`config.mk`:
```
export PLATFORM = sky130hd
export DESIGN_NAME = io_port_with_pin_interrupts
export DESIGN_NICKNAME = d
export VERILOG_FILES = /design/src/verilog/io_port_with_pin_interrupts.v
export VERILOG_INCLUDE_DIRS = /design/src /design/src/verilog
export SDC_FILE = /design/constraint.sdc
export NUM_CORES = 1
export LEC_CHECK = 0
export BUFFER_PORTS_ARGS = -buffer_cell sky130_fd_sc_hd__clkbuf_2
export CAP_MARGIN = 20
export CORE_MARGIN = 1
export CORE_UTILIZATION = 43
export CTS_CLUSTER_DIAMETER = 80
export DETAILED_ROUTE_END_ITERATION = 6
export GPL_TIMING_DRIVEN = 0
export PLACE_DENSITY = 0.73
export SLEW_MARGIN = 40
export SYNTH_ARGS = -nofsm -noshare
export SYNTH_HDL_FRONTEND = slang
export SYNTH_SLANG_ARGS = --single-unit
```
`constraint.sdc`:
```
create_clock -name clk -period 6.5 [get_ports clk]
set_clock_uncertainty 0.2 [all_clocks]
set_input_delay 0 -clock clk [delete_from_list [all_inputs] [get_ports clk]]
set_output_delay 0 -clock clk [all_outputs]
set_load 0.01 [all_outputs]
```
`src/verilog/io_port_defines.vh`:
```
`ifndef IO_PORT_DEFINES_VH
`define IO_PORT_DEFINES_VH
// Register offsets on the plain register port
`define OFS_PORT_A_OUTPUT_LATCH_LATCH   4'h0
`define OFS_PORT_A_OUTPUT_LATCH_DIR     4'h1
`define OFS_PORT_A_OUTPUT_LATCH_PINS    4'h2
`define OFS_PORT_B_OUTPUT_LATCH_LATCH   4'h3
`define OFS_PORT_B_OUTPUT_LATCH_DIR     4'h4
`define OFS_PORT_B_OUTPUT_LATCH_PINS    4'h5
`define OFS_PORT_D_OUTPUT_LATCH_LATCH   4'h6
`define OFS_PORT_D_OUTPUT_LATCH_DIR     4'h7
`define OFS_PORT_D_OUTPUT_LATCH_PINS    4'h8
`define OFS_IRQ_CTRL      4'h9
`define OFS_PC_MASK       4'hA
`define OFS_EVT_STATUS    4'hB
`define OFS_EVT_MASK      4'hC
// Reset values
`define RST_LATCH         8'h00
`define RST_DIR           8'h00
`define RST_PC_MASK       8'h00
`define RST_IRQ_CTRL      8'h00
`define RST_EVT_MASK      8'h00
// Sense control encodings
`define SENSE_LOW         2'b00
`define SENSE_ANY         2'b01
`define SENSE_FALL        2'b10
`define SENSE_RISE        2'b11
// Control register fields
`define CTRL_SENSE0_LSB   0
`define CTRL_SENSE1_LSB   2
// Event status bits
`define EVT_SENSED0       0
`define EVT_SENSED1       1
`define EVT_PCHANGE       2
`define EVT_WIDTH         3
// Port D bit positions
`define PD_RXD            0
`define PD_TXD            1
`define PD_XCK            2
`define PD_SENSED1        3
`define PD_T0             4
`define PD_TIMER0_COMPARE_B_OUT           5
`endif

```
`src/verilog/io_port_with_pin_interrupts.v`:
```
`timescale 1ns/100ps
`include "io_port_defines.vh"
module io_port_with_pin_interrupts #(
	parameter PA_W = 3,                   // Port A width
	parameter PB_W = 8,                   // Port B width
	parameter PD_W = 7                    // Port D width
) (
	input  wire            clk,           // I/O clock, 100 MHz
	input  wire            rstn,          // Async reset, active low
	input  wire [3:0]      regAddr,       // Register address
	input  wire [7:0]      regWdata,      // Write data
	input  wire            regWr,         // Write strobe
	input  wire            regRd,         // Read strobe
	output reg  [7:0]      regRdata,      // Read data, cycle after strobe
	input  wire [PA_W-1:0] portAIn,       // Port A pin levels
	output reg  [PA_W-1:0] portAOut,      // Port A drive value
	output reg  [PA_W-1:0] portAOe,       // Port A output enable
	input  wire [PB_W-1:0] portBIn,       // Port B pin levels
	output reg  [PB_W-1:0] portBOut,      // Port B drive value
	output reg  [PB_W-1:0] portBOe,       // Port B output enable
	input  wire [PD_W-1:0] portDIn,       // Port D pin levels
	output reg  [PD_W-1:0] portDOut,      // Port D drive value
	output reg  [PD_W-1:0] portDOe,       // Port D output enable
	input  wire            timer0CmpB,    // Timer 0 compare-B waveform
	input  wire            timer0CmpBEn,  // Timer 0 compare-B output enabled
	input  wire [2:0]      timer0ClkSel,  // Timer 0 clock-select field
	input  wire [2:0]      timer1ClkSel,  // Timer 1 clock-select field
	output reg             timer0ExtClk,  // Timer 0 external count input
	output reg             timer1ExtClk,  // Timer 1 external count input
	input  wire            usartSync,     // USART synchronous mode
	input  wire            usartXckOut,   // USART clock, master drive
	input  wire            usartXckMst,   // USART is clock master
	output reg             usartXckIn,    // USART clock from pin
	input  wire            usartTxEn,     // USART transmitter enabled
	input  wire            usartTxData,   // USART transmit data
	input  wire            sysClkOutEn,   // System clock output enabled
	input  wire            sysClkLevel,   // System clock level for output
	output reg             sensed0Req,    // Sensed interrupt 0 request
	output reg             sensed1Req,    // Sensed interrupt 1 request
	output reg             pinChangeReq,  // Pin-change request
	output reg             wakeLevel,     // Async low-level wake, registered
	output reg             wakePinChange, // Async pin-change wake, registered
	output reg             irq            // Masked summary interrupt
);

	// Reset release through two flops
	reg        rstSync1_r;
	reg        rstSync2_r;
	wire       rstnInt = rstSync2_r;
	always @(posedge clk or negedge rstn) begin
		if (!rstn) begin
			rstSync1_r <= 1'b0;
			rstSync2_r <= 1'b0;
		end else begin
			rstSync1_r <= 1'b1;
			rstSync2_r <= rstSync1_r;
		end
	end

	// Software registers
	reg  [PA_W-1:0] latchA_r;
	reg  [PA_W-1:0] dirA_r;
	reg  [PB_W-1:0] latchB_r;
	reg  [PB_W-1:0] dirB_r;
	reg  [PD_W-1:0] latchD_r;
	reg  [PD_W-1:0] dirD_r;
	reg  [7:0]      irqCtrl_r;
	reg  [7:0]      pcMask_r;
	reg  [`EVT_WIDTH-1:0] evtStat_r;
	reg  [`EVT_WIDTH-1:0] evtMask_r;

	// Pin input synchronisers; only stage two is read
	reg  [PA_W-1:0] syncA1_r;
	reg  [PA_W-1:0] syncA2_r;
	reg  [PB_W-1:0] syncB1_r;
	reg  [PB_W-1:0] syncB2_r;
	reg  [PD_W-1:0] syncD1_r;
	reg  [PD_W-1:0] syncD2_r;
	always @(posedge clk or negedge rstnInt) begin
		if (!rstnInt) begin
			syncA1_r <= {PA_W{1'b0}};
			syncA2_r <= {PA_W{1'b0}};
			syncB1_r <= {PB_W{1'b0}};
			syncB2_r <= {PB_W{1'b0}};
			syncD1_r <= {PD_W{1'b0}};
			syncD2_r <= {PD_W{1'b0}};
		end else begin
			syncA1_r <= portAIn;
			syncA2_r <= syncA1_r;
			syncB1_r <= portBIn;
			syncB2_r <= syncB1_r;
			syncD1_r <= portDIn;
			syncD2_r <= syncD1_r;
		end
	end

	// Previous sampled levels for edge detection
	reg  [PB_W-1:0] pcPrev_r;
	reg             s0Prev_r;
	reg             s1Prev_r;
	wire            s0Now = syncD2_r[`PD_XCK];
	wire            s1Now = syncD2_r[`PD_SENSED1];
	wire [1:0]      sense0 = irqCtrl_r[`CTRL_SENSE0_LSB +: 2];
	wire [1:0]      sense1 = irqCtrl_r[`CTRL_SENSE1_LSB +: 2];

	// Sense decode per input; inputs are read regardless of direction
	function senseHit;
		input [1:0] mode;
		input       now;
		input       prev;
		begin
			case (mode)
				`SENSE_LOW:  senseHit = ~now;
				`SENSE_ANY:  senseHit = now ^ prev;
				`SENSE_FALL: senseHit = prev & ~now;
				`SENSE_RISE: senseHit = ~prev & now;
				default:     senseHit = 1'b0;
			endcase
		end
	endfunction

	wire       s0Hit = senseHit(sense0, s0Now, s0Prev_r);
	wire       s1Hit = senseHit(sense1, s1Now, s1Prev_r);
	wire [PB_W-1:0] pcToggle = (syncB2_r ^ pcPrev_r) & pcMask_r[PB_W-1:0];
	wire       pcHit = |pcToggle;

	// Raw asynchronous wake terms; they need no clock edge to rise.
	// Registered below only so the outputs come from flops; a sleep
	// controller should also take these combinational terms.
	wire lvlWakeRaw = ((sense0 == `SENSE_LOW) & ~portDIn[`PD_XCK]) |
		((sense1 == `SENSE_LOW) & ~portDIn[`PD_SENSED1]);
	wire pcWakeRaw = |((portBIn ^ pcPrev_r) & pcMask_r[PB_W-1:0]);

	// Read data mux
	reg [7:0] rdNxt;
	always @* begin
		rdNxt = 8'h00;
		case (regAddr)
			`OFS_PORT_A_OUTPUT_LATCH_LATCH: rdNxt[PA_W-1:0] = latchA_r;
			`OFS_PORT_A_OUTPUT_LATCH_DIR:   rdNxt[PA_W-1:0] = dirA_r;
			`OFS_PORT_A_OUTPUT_LATCH_PINS:  rdNxt[PA_W-1:0] = syncA2_r;
			`OFS_PORT_B_OUTPUT_LATCH_LATCH: rdNxt[PB_W-1:0] = latchB_r;
			`OFS_PORT_B_OUTPUT_LATCH_DIR:   rdNxt[PB_W-1:0] = dirB_r;
			`OFS_PORT_B_OUTPUT_LATCH_PINS:  rdNxt[PB_W-1:0] = syncB2_r;
			`OFS_PORT_D_OUTPUT_LATCH_LATCH: rdNxt[PD_W-1:0] = latchD_r;
			`OFS_PORT_D_OUTPUT_LATCH_DIR:   rdNxt[PD_W-1:0] = dirD_r;
			`OFS_PORT_D_OUTPUT_LATCH_PINS:  rdNxt[PD_W-1:0] = syncD2_r;
			`OFS_IRQ_CTRL:    rdNxt = irqCtrl_r;
			`OFS_PC_MASK:     rdNxt = pcMask_r;
			`OFS_EVT_STATUS:  rdNxt[`EVT_WIDTH-1:0] = evtStat_r;
			`OFS_EVT_MASK:    rdNxt[`EVT_WIDTH-1:0] = evtMask_r;
			default:          rdNxt = 8'h00;
		endcase
	end

	// Register writes, reads, and sticky event status
	wire [`EVT_WIDTH-1:0] evtSet = {pcHit, s1Hit, s0Hit};
	wire statRead = regRd & (regAddr == `OFS_EVT_STATUS);
	always @(posedge clk or negedge rstnInt) begin
		if (!rstnInt) begin
			latchA_r  <= {PA_W{1'b0}};
			dirA_r    <= {PA_W{1'b0}};
			latchB_r  <= `RST_LATCH;
			dirB_r    <= `RST_DIR;
			latchD_r  <= {PD_W{1'b0}};
			dirD_r    <= {PD_W{1'b0}};
			irqCtrl_r <= `RST_IRQ_CTRL;
			pcMask_r  <= `RST_PC_MASK;
			evtMask_r <= {`EVT_WIDTH{1'b0}};
			evtStat_r <= {`EVT_WIDTH{1'b0}};
			regRdata  <= 8'h00;
			pcPrev_r  <= {PB_W{1'b0}};
			s0Prev_r  <= 1'b0;
			s1Prev_r  <= 1'b0;
		end else begin
			if (regWr) begin
				case (regAddr)
					`OFS_PORT_A_OUTPUT_LATCH_LATCH: latchA_r  <= regWdata[PA_W-1:0];
					`OFS_PORT_A_OUTPUT_LATCH_DIR:   dirA_r    <= regWdata[PA_W-1:0];
					`OFS_PORT_B_OUTPUT_LATCH_LATCH: latchB_r  <= regWdata[PB_W-1:0];
					`OFS_PORT_B_OUTPUT_LATCH_DIR:   dirB_r    <= regWdata[PB_W-1:0];
					`OFS_PORT_D_OUTPUT_LATCH_LATCH: latchD_r  <= regWdata[PD_W-1:0];
					`OFS_PORT_D_OUTPUT_LATCH_DIR:   dirD_r    <= regWdata[PD_W-1:0];
					`OFS_IRQ_CTRL:    irqCtrl_r <= regWdata;
					`OFS_PC_MASK:     pcMask_r  <= regWdata;
					`OFS_EVT_MASK:    evtMask_r <= regWdata[`EVT_WIDTH-1:0];
					default:          ;
				endcase
			end
			// Read of status clears it, but a new event in that cycle wins
			if (statRead)
				evtStat_r <= evtSet;
			else
				evtStat_r <= evtStat_r | evtSet;
			regRdata <= regRd ? rdNxt : 8'h00;
			pcPrev_r <= syncB2_r;
			s0Prev_r <= s0Now;
			s1Prev_r <= s1Now;
		end
	end

	// Pin drive with peripheral overrides on Port D
	wire oc0bOn = timer0CmpBEn & dirD_r[`PD_TIMER0_COMPARE_B_OUT];
	wire xckOn  = usartSync & usartXckMst & dirD_r[`PD_XCK];
	always @(posedge clk or negedge rstnInt) begin
		if (!rstnInt) begin
			portAOut     <= {PA_W{1'b0}};
			portAOe      <= {PA_W{1'b0}};
			portBOut     <= {PB_W{1'b0}};
			portBOe      <= {PB_W{1'b0}};
			portDOut     <= {PD_W{1'b0}};
			portDOe      <= {PD_W{1'b0}};
			timer0ExtClk <= 1'b0;
			timer1ExtClk <= 1'b0;
			usartXckIn   <= 1'b0;
			sensed0Req   <= 1'b0;
			sensed1Req   <= 1'b0;
			pinChangeReq <= 1'b0;
			wakeLevel    <= 1'b0;
			wakePinChange <= 1'b0;
			irq          <= 1'b0;
		end else begin
			portAOut <= latchA_r;
			portAOe  <= dirA_r;
			portBOut <= latchB_r;
			portBOe  <= dirB_r;
			portDOut <= latchD_r;
			portDOe  <= dirD_r;
			if (oc0bOn)
				portDOut[`PD_TIMER0_COMPARE_B_OUT] <= timer0CmpB;
			if (xckOn)
				portDOut[`PD_XCK] <= usartXckOut;
			else if (sysClkOutEn) begin
				portDOut[`PD_XCK] <= sysClkLevel;
				portDOe[`PD_XCK]  <= 1'b1;
			end
			if (usartTxEn) begin
				portDOut[`PD_TXD] <= usartTxData;
				portDOe[`PD_TXD]  <= 1'b1;
			end
			// Upper two select bits both one pick the pin as count clock
			timer0ExtClk <= (&timer0ClkSel[2:1]) & syncD2_r[`PD_T0];
			timer1ExtClk <= (&timer1ClkSel[2:1]) & syncD2_r[`PD_TIMER0_COMPARE_B_OUT];
			usartXckIn   <= usartSync & ~usartXckMst & syncD2_r[`PD_XCK];
			// Level mode request follows the pin; it vanishes if released early
			sensed0Req   <= s0Hit;
			sensed1Req   <= s1Hit;
			pinChangeReq <= pcHit;
			wakeLevel    <= lvlWakeRaw;
			wakePinChange <= pcWakeRaw;
			irq          <= |((evtStat_r | evtSet) & evtMask_r);
		end
	end

endmodule // io_port_with_pin_interrupts
```
==> impl_results.rst <==
.. list-table::
   :header-rows: 1

   * - Metric
     - Value
   * - Instance count after placement with tap cells included
     - between 600 and 700
   * - Type of the most critical hold path
     - in2reg
   * - Chip height
     - ~120 um
   * - Switching power share of the total
     - 0.2823
   * - Clock sinks
     - about 160
   * - All-layer global routing usage
     - 0.2150
   * - Worst-Skew Late Latency
     - approximately 0.43 ns
   * - Global-route wire length before repair
     - ~23000 um
   * - Avg Cell Area, Syn
     - around 15 sq um
   * - H-tree levels
     - 4
   * - Remaining antenna violation count
     - 0
   * - Library cell contributing the largest single delay on the critical path
     - sky130_fd_sc_hd__dlygate4sd3_1
   * - Worst Slack Setup Final
     - approximately 4.4 ns
   * - Number of buffers added by the clock tree synthesis step
     - 17
   * - Post-synthesis async set-or-reset flop share
     - 1.000
   * - Crit-path max cell delay
     - about 0.57 ns
   * - Standard-cell rows
     - between 40 and 50
   * - Peak VDD IR
     - roughly 0.2 mV
   * - Psw
     - ~0.00073 W
   * - LEAKAGE
     - around 3.7 nW
   * - Count of non-filler cells in the finished layout
     - 770
   * - Total wirelength of the detailed-routed design
     - 14170 um
   * - Remaining design rule violation count
     - 0
   * - Critical path's most frequent cell
     - sky130_fd_sc_hd__dlygate4sd3_1
   * - Warning count from the yosys run
     - 0
   * - Crit-path max FO
     - 4
   * - Synthesized area
     - 6100 sq um
   * - Final worst path period need
     - approximately 2.1 ns
   * - Crit Reg-Reg Startpoint
     - dirD_r[2]
   * - Buffers inserted during post-CTS setup optimization
     - 0
   * - Share of power burned in registers
     - 0.485
   * - Number of synthesized register bits
     - ~160
   * - Worst-margin pin slew
     - 0.6830 ns
   * - FMAX
     - between 400 and 500 MHz
   * - Total design power
     - approximately 0.0026 W
   * - Max Transition Viols Final
     - 0
   * - Detailed Routing Iterations Pass 1
     - 4
   * - Combinational share of power
     - 0.149
   * - Final antenna diode count
     - 0
   * - Summed negative setup slack over all endpoints
     - 0 ns
   * - Largest net degree at the start of global routing
     - 46
   * - Startpoint of the worst setup timing path
     - dirD_r[2]
   * - Max-cap violation count
     - 0
   * - Critical Setup Path Class
     - reg2reg
   * - Number of global-route vias before repair
     - roughly 4200
   * - Run status
     - finished clean
   * - Detailed Place HPWL
     - slightly below 10000 um
   * - CP Data Required Time
     - approximately 6.6 ns
   * - Clock power frac
     - 0.366
   * - Number of nets produced by synthesis
     - between 400 and 500
   * - Post_cts resized
     - 0
   * - Register clock-pin slew on the reported worst setup and hold paths
     - 0.07 ns
   * - Final setup vio count
     - 0
   * - Library cells used by synthesis
     - 53
   * - Critical path endpoint category
     - register
   * - Share of synthesized area occupied by flip-flops and latches
     - 0.6523
   * - Internal power
     - about 0.0019 W
   * - Total power divided by cell area
     - approximately 330 nW/um^2
   * - Number of buffers added to fix hold violations after cts
     - 48
   * - Start point of the worst min-delay path
     - portDIn[5]
   * - Synth Instances
     - 410
   * - TritonCTS clock tree
     - built
   * - Routed wire length per instance
     - 18.40 um
   * - Setup repair after global routing missed its margin
     - no
   * - Die Footprint
     - about 15000 sq um
   * - Placer Congestion
     - just over 0.9
   * - Final clock period utilization by the worst path
     - 0.3307
   * - Number of antenna violations at the first check in global routing
     - 0
   * - Layout area overhead
     - 29.93%
   * - Layout cells sized above 1
     - 0.3763
   * - Data arrival, critical path
     - approximately 2.3 ns
   * - Number of nets in the finished design
     - 630
   * - Most used flip-flop cell after synthesis
     - sky130_fd_sc_hd__dfrtp_1
   * - Die width
     - about 120 um
   * - Mean number of vias per cell
     - 5.190
   * - PortBufs
     - just under 100
   * - Top-Level Pins
     - ~100
   * - CP startpoint kind
     - register
   * - Remaining global-route overflow
     - 0
   * - Max_slew headroom
     - 0.5432
   * - Number of synthesized flops with an enable pin
     - 0
   * - Placeable core region
     - ~14000 sq um
   * - Ordered list of cells on the worst path
     - nand3_1 > nor2_1 > dlygate4sd3_1 > a21oi_1 > dlygate4sd3_1
   * - Worst slack after detailed placement
     - 4.401 ns
   * - Initial Util
     - 0.4394
   * - Largest buffer count on any clock path
     - 2
   * - Final Hold Viols
     - 0
   * - DRC marker count from the first detailed-route iteration
     - about 160
   * - Vias
     - around 4000
   * - CTS Root Buffer Type
     - sky130_fd_sc_hd__clkbuf_16
==> worst max-delay path: cells and delay by family, from the launching register on <==
family / cells / cell delay (ns)
AOI/OAI and AO/OA: 1 / 0.04
buffers and inverters: 2 / 1.12
DFF: 1 / 0.44
and+or+nand+nor: 2 / 0.22
==> area by class of cell <==
class                      instances  area (sq um)
inverter                          10         37.54
tap                              180         225.2
timing repair buffer             148          1026
fill                            1147          5956
clock buffer                      17         425.4
buffer                            16         101.3
sequential                       159          3983
clock inverter                    15         145.1
multi-input combinational        225          1982
==> registers in the layout, indices dropped and copies added (netlist names), 8 cells and up <==
| name | cells |
|---|---|
| regRdata | 8 |
| portBOut | 8 |
| pcPrev_r | 8 |
| latchB_r | 8 |
| syncB2_r | 8 |
| syncB1_r | 8 |
| portBOe | 8 |
| pcMask_r | 8 |
| irqCtrl_r | 8 |
| dirB_r | 8 |
==> metal layers <==
metal | track usage | part of all wire | vias up
met5 | 0 | 0 | -
met4 | 0.09491 | 0.022 | 0
met3 | 0.04934 | 0.056 | 26
met2 | 0.3357 | 0.49 | 130
met1 | 0.2874 | 0.43 | 2029
li1 | - | - | 1811
==> cells in the mapped netlist (all sizes together), types with 2 or more instances <==
library cell | number | area (sq um)
o2bb2ai | 6 | 52.55
a31oi | 6 | 37.54
and2 | 2 | 12.51
nor3b | 2 | 15.01
nand2 | 11 | 48.80
nand3b | 3 | 22.52
dfrtp | 159 | 3979
and2b | 2 | 15.01
a21oi | 8 | 40.04
o21bai | 2 | 15.01
nand3 | 9 | 57.56
mux2i | 7 | 70.07
and3 | 9 | 56.30
nor2b | 8 | 50.05
o21ai | 8 | 40.04
or2 | 2 | 12.51
a22o | 4 | 35.03
xor2 | 16 | 140.1
a32oi | 5 | 43.79
a211oi | 2 | 15.01
buf | 13 | 90.08
a22oi | 9 | 67.56
a21boi | 3 | 22.52
a21o | 4 | 30.03
mux2 | 65 | 732.0
mux4 | 5 | 120.1
clkbuf | 3 | 11.26
nand4 | 4 | 25.02
inv | 9 | 33.78
nor2 | 5 | 28.78
nor3 | 2 | 32.53
ha | 4 | 50.05
==> cells in the final DEF, fill, tap and decap left out, types with 5 or more instances in the layout <==
cell type and instances:
sky130_fd_sc_hd__dfrtp_1 158, sky130_fd_sc_hd__clkbuf_2 97, sky130_fd_sc_hd__mux2_2 65, sky130_fd_sc_hd__dlygate4sd3_1 48, sky130_fd_sc_hd__clkbuf_16 17, sky130_fd_sc_hd__xor2_1 16, sky130_fd_sc_hd__nand2_1 10, sky130_fd_sc_hd__inv_1 9
sky130_fd_sc_hd__and3_1 9, sky130_fd_sc_hd__a22oi_1 9, sky130_fd_sc_hd__nor2b_1 8, sky130_fd_sc_hd__nand3_1 8, sky130_fd_sc_hd__o21ai_0 8, sky130_fd_sc_hd__a21oi_1 8, sky130_fd_sc_hd__mux2i_1 7, sky130_fd_sc_hd__buf_2 6
sky130_fd_sc_hd__o2bb2ai_1 6, sky130_fd_sc_hd__a31oi_1 6, sky130_fd_sc_hd__a32oi_1 5, sky130_fd_sc_hd__inv_6 5, sky130_fd_sc_hd__inv_8 5
==> stage by stage <==
step	cell area, sq um	hold slack, ns	util
final	7925	0.01605	0.5709
after global routing	7925	0.01942	0.5709
after CTS	7925	0.0002167	0.5709
after detailed placement	6874	-0.4108	0.4952
after global placement	6810	-0.4140	0.4906
after floorplan	6100	-0.4956	-
==> final timing paths <==
check / cells past startpoint / slack, ns / end
min in group asynchronous: 0 / 0.11 / syncB2_r[3]
max in group asynchronous: 2 / 5.16 / latchB_r[0]
worst min register to register: 0 / 0.11 / syncB2_r[3]
worst max register to register: 5 / 4.35 / portDOut[2]
worst min-delay path: 2 / 0.02 / syncD1_r[5]
worst max-delay path: 5 / 4.35 / portDOut[2]
==> power groups by stage <==
stage | logic, W | registers (W) | clock network, W
3_3_place_gp | 0.000332 | 0.00129 | 0
6_report | 0.000386 | 0.00126 | 0.000953
3_5_place_dp | 0.000359 | 0.00128 | 0
2_1_floorplan | 0.000180 | 0.00128 | 0
4_1_cts | 0.000388 | 0.00126 | 0.000969
5_1_grt | 0.000420 | 0.00128 | 0.00101
==> kinds of logic (layout without fill, tap and decap cells) <==
group / Yosys count / count (layout) / synth area share
muxes: 77 / 77 / 0.1512
adders and majority gates: 4 / 4 / 0.008205
AOI/OAI and AO/OA: 64 / 64 / 0.07549
and+or+nand+nor: 62 / 62 / 0.06503
other: 1 / 1 / 0.0006148
xor gates and xnor gates: 17 / 17 / 0.02441
buffers and inverters: 26 / 206 / 0.02277
DFF: 159 / 159 / 0.6523
No activity file was read; power rests on OpenSTA's default activity.
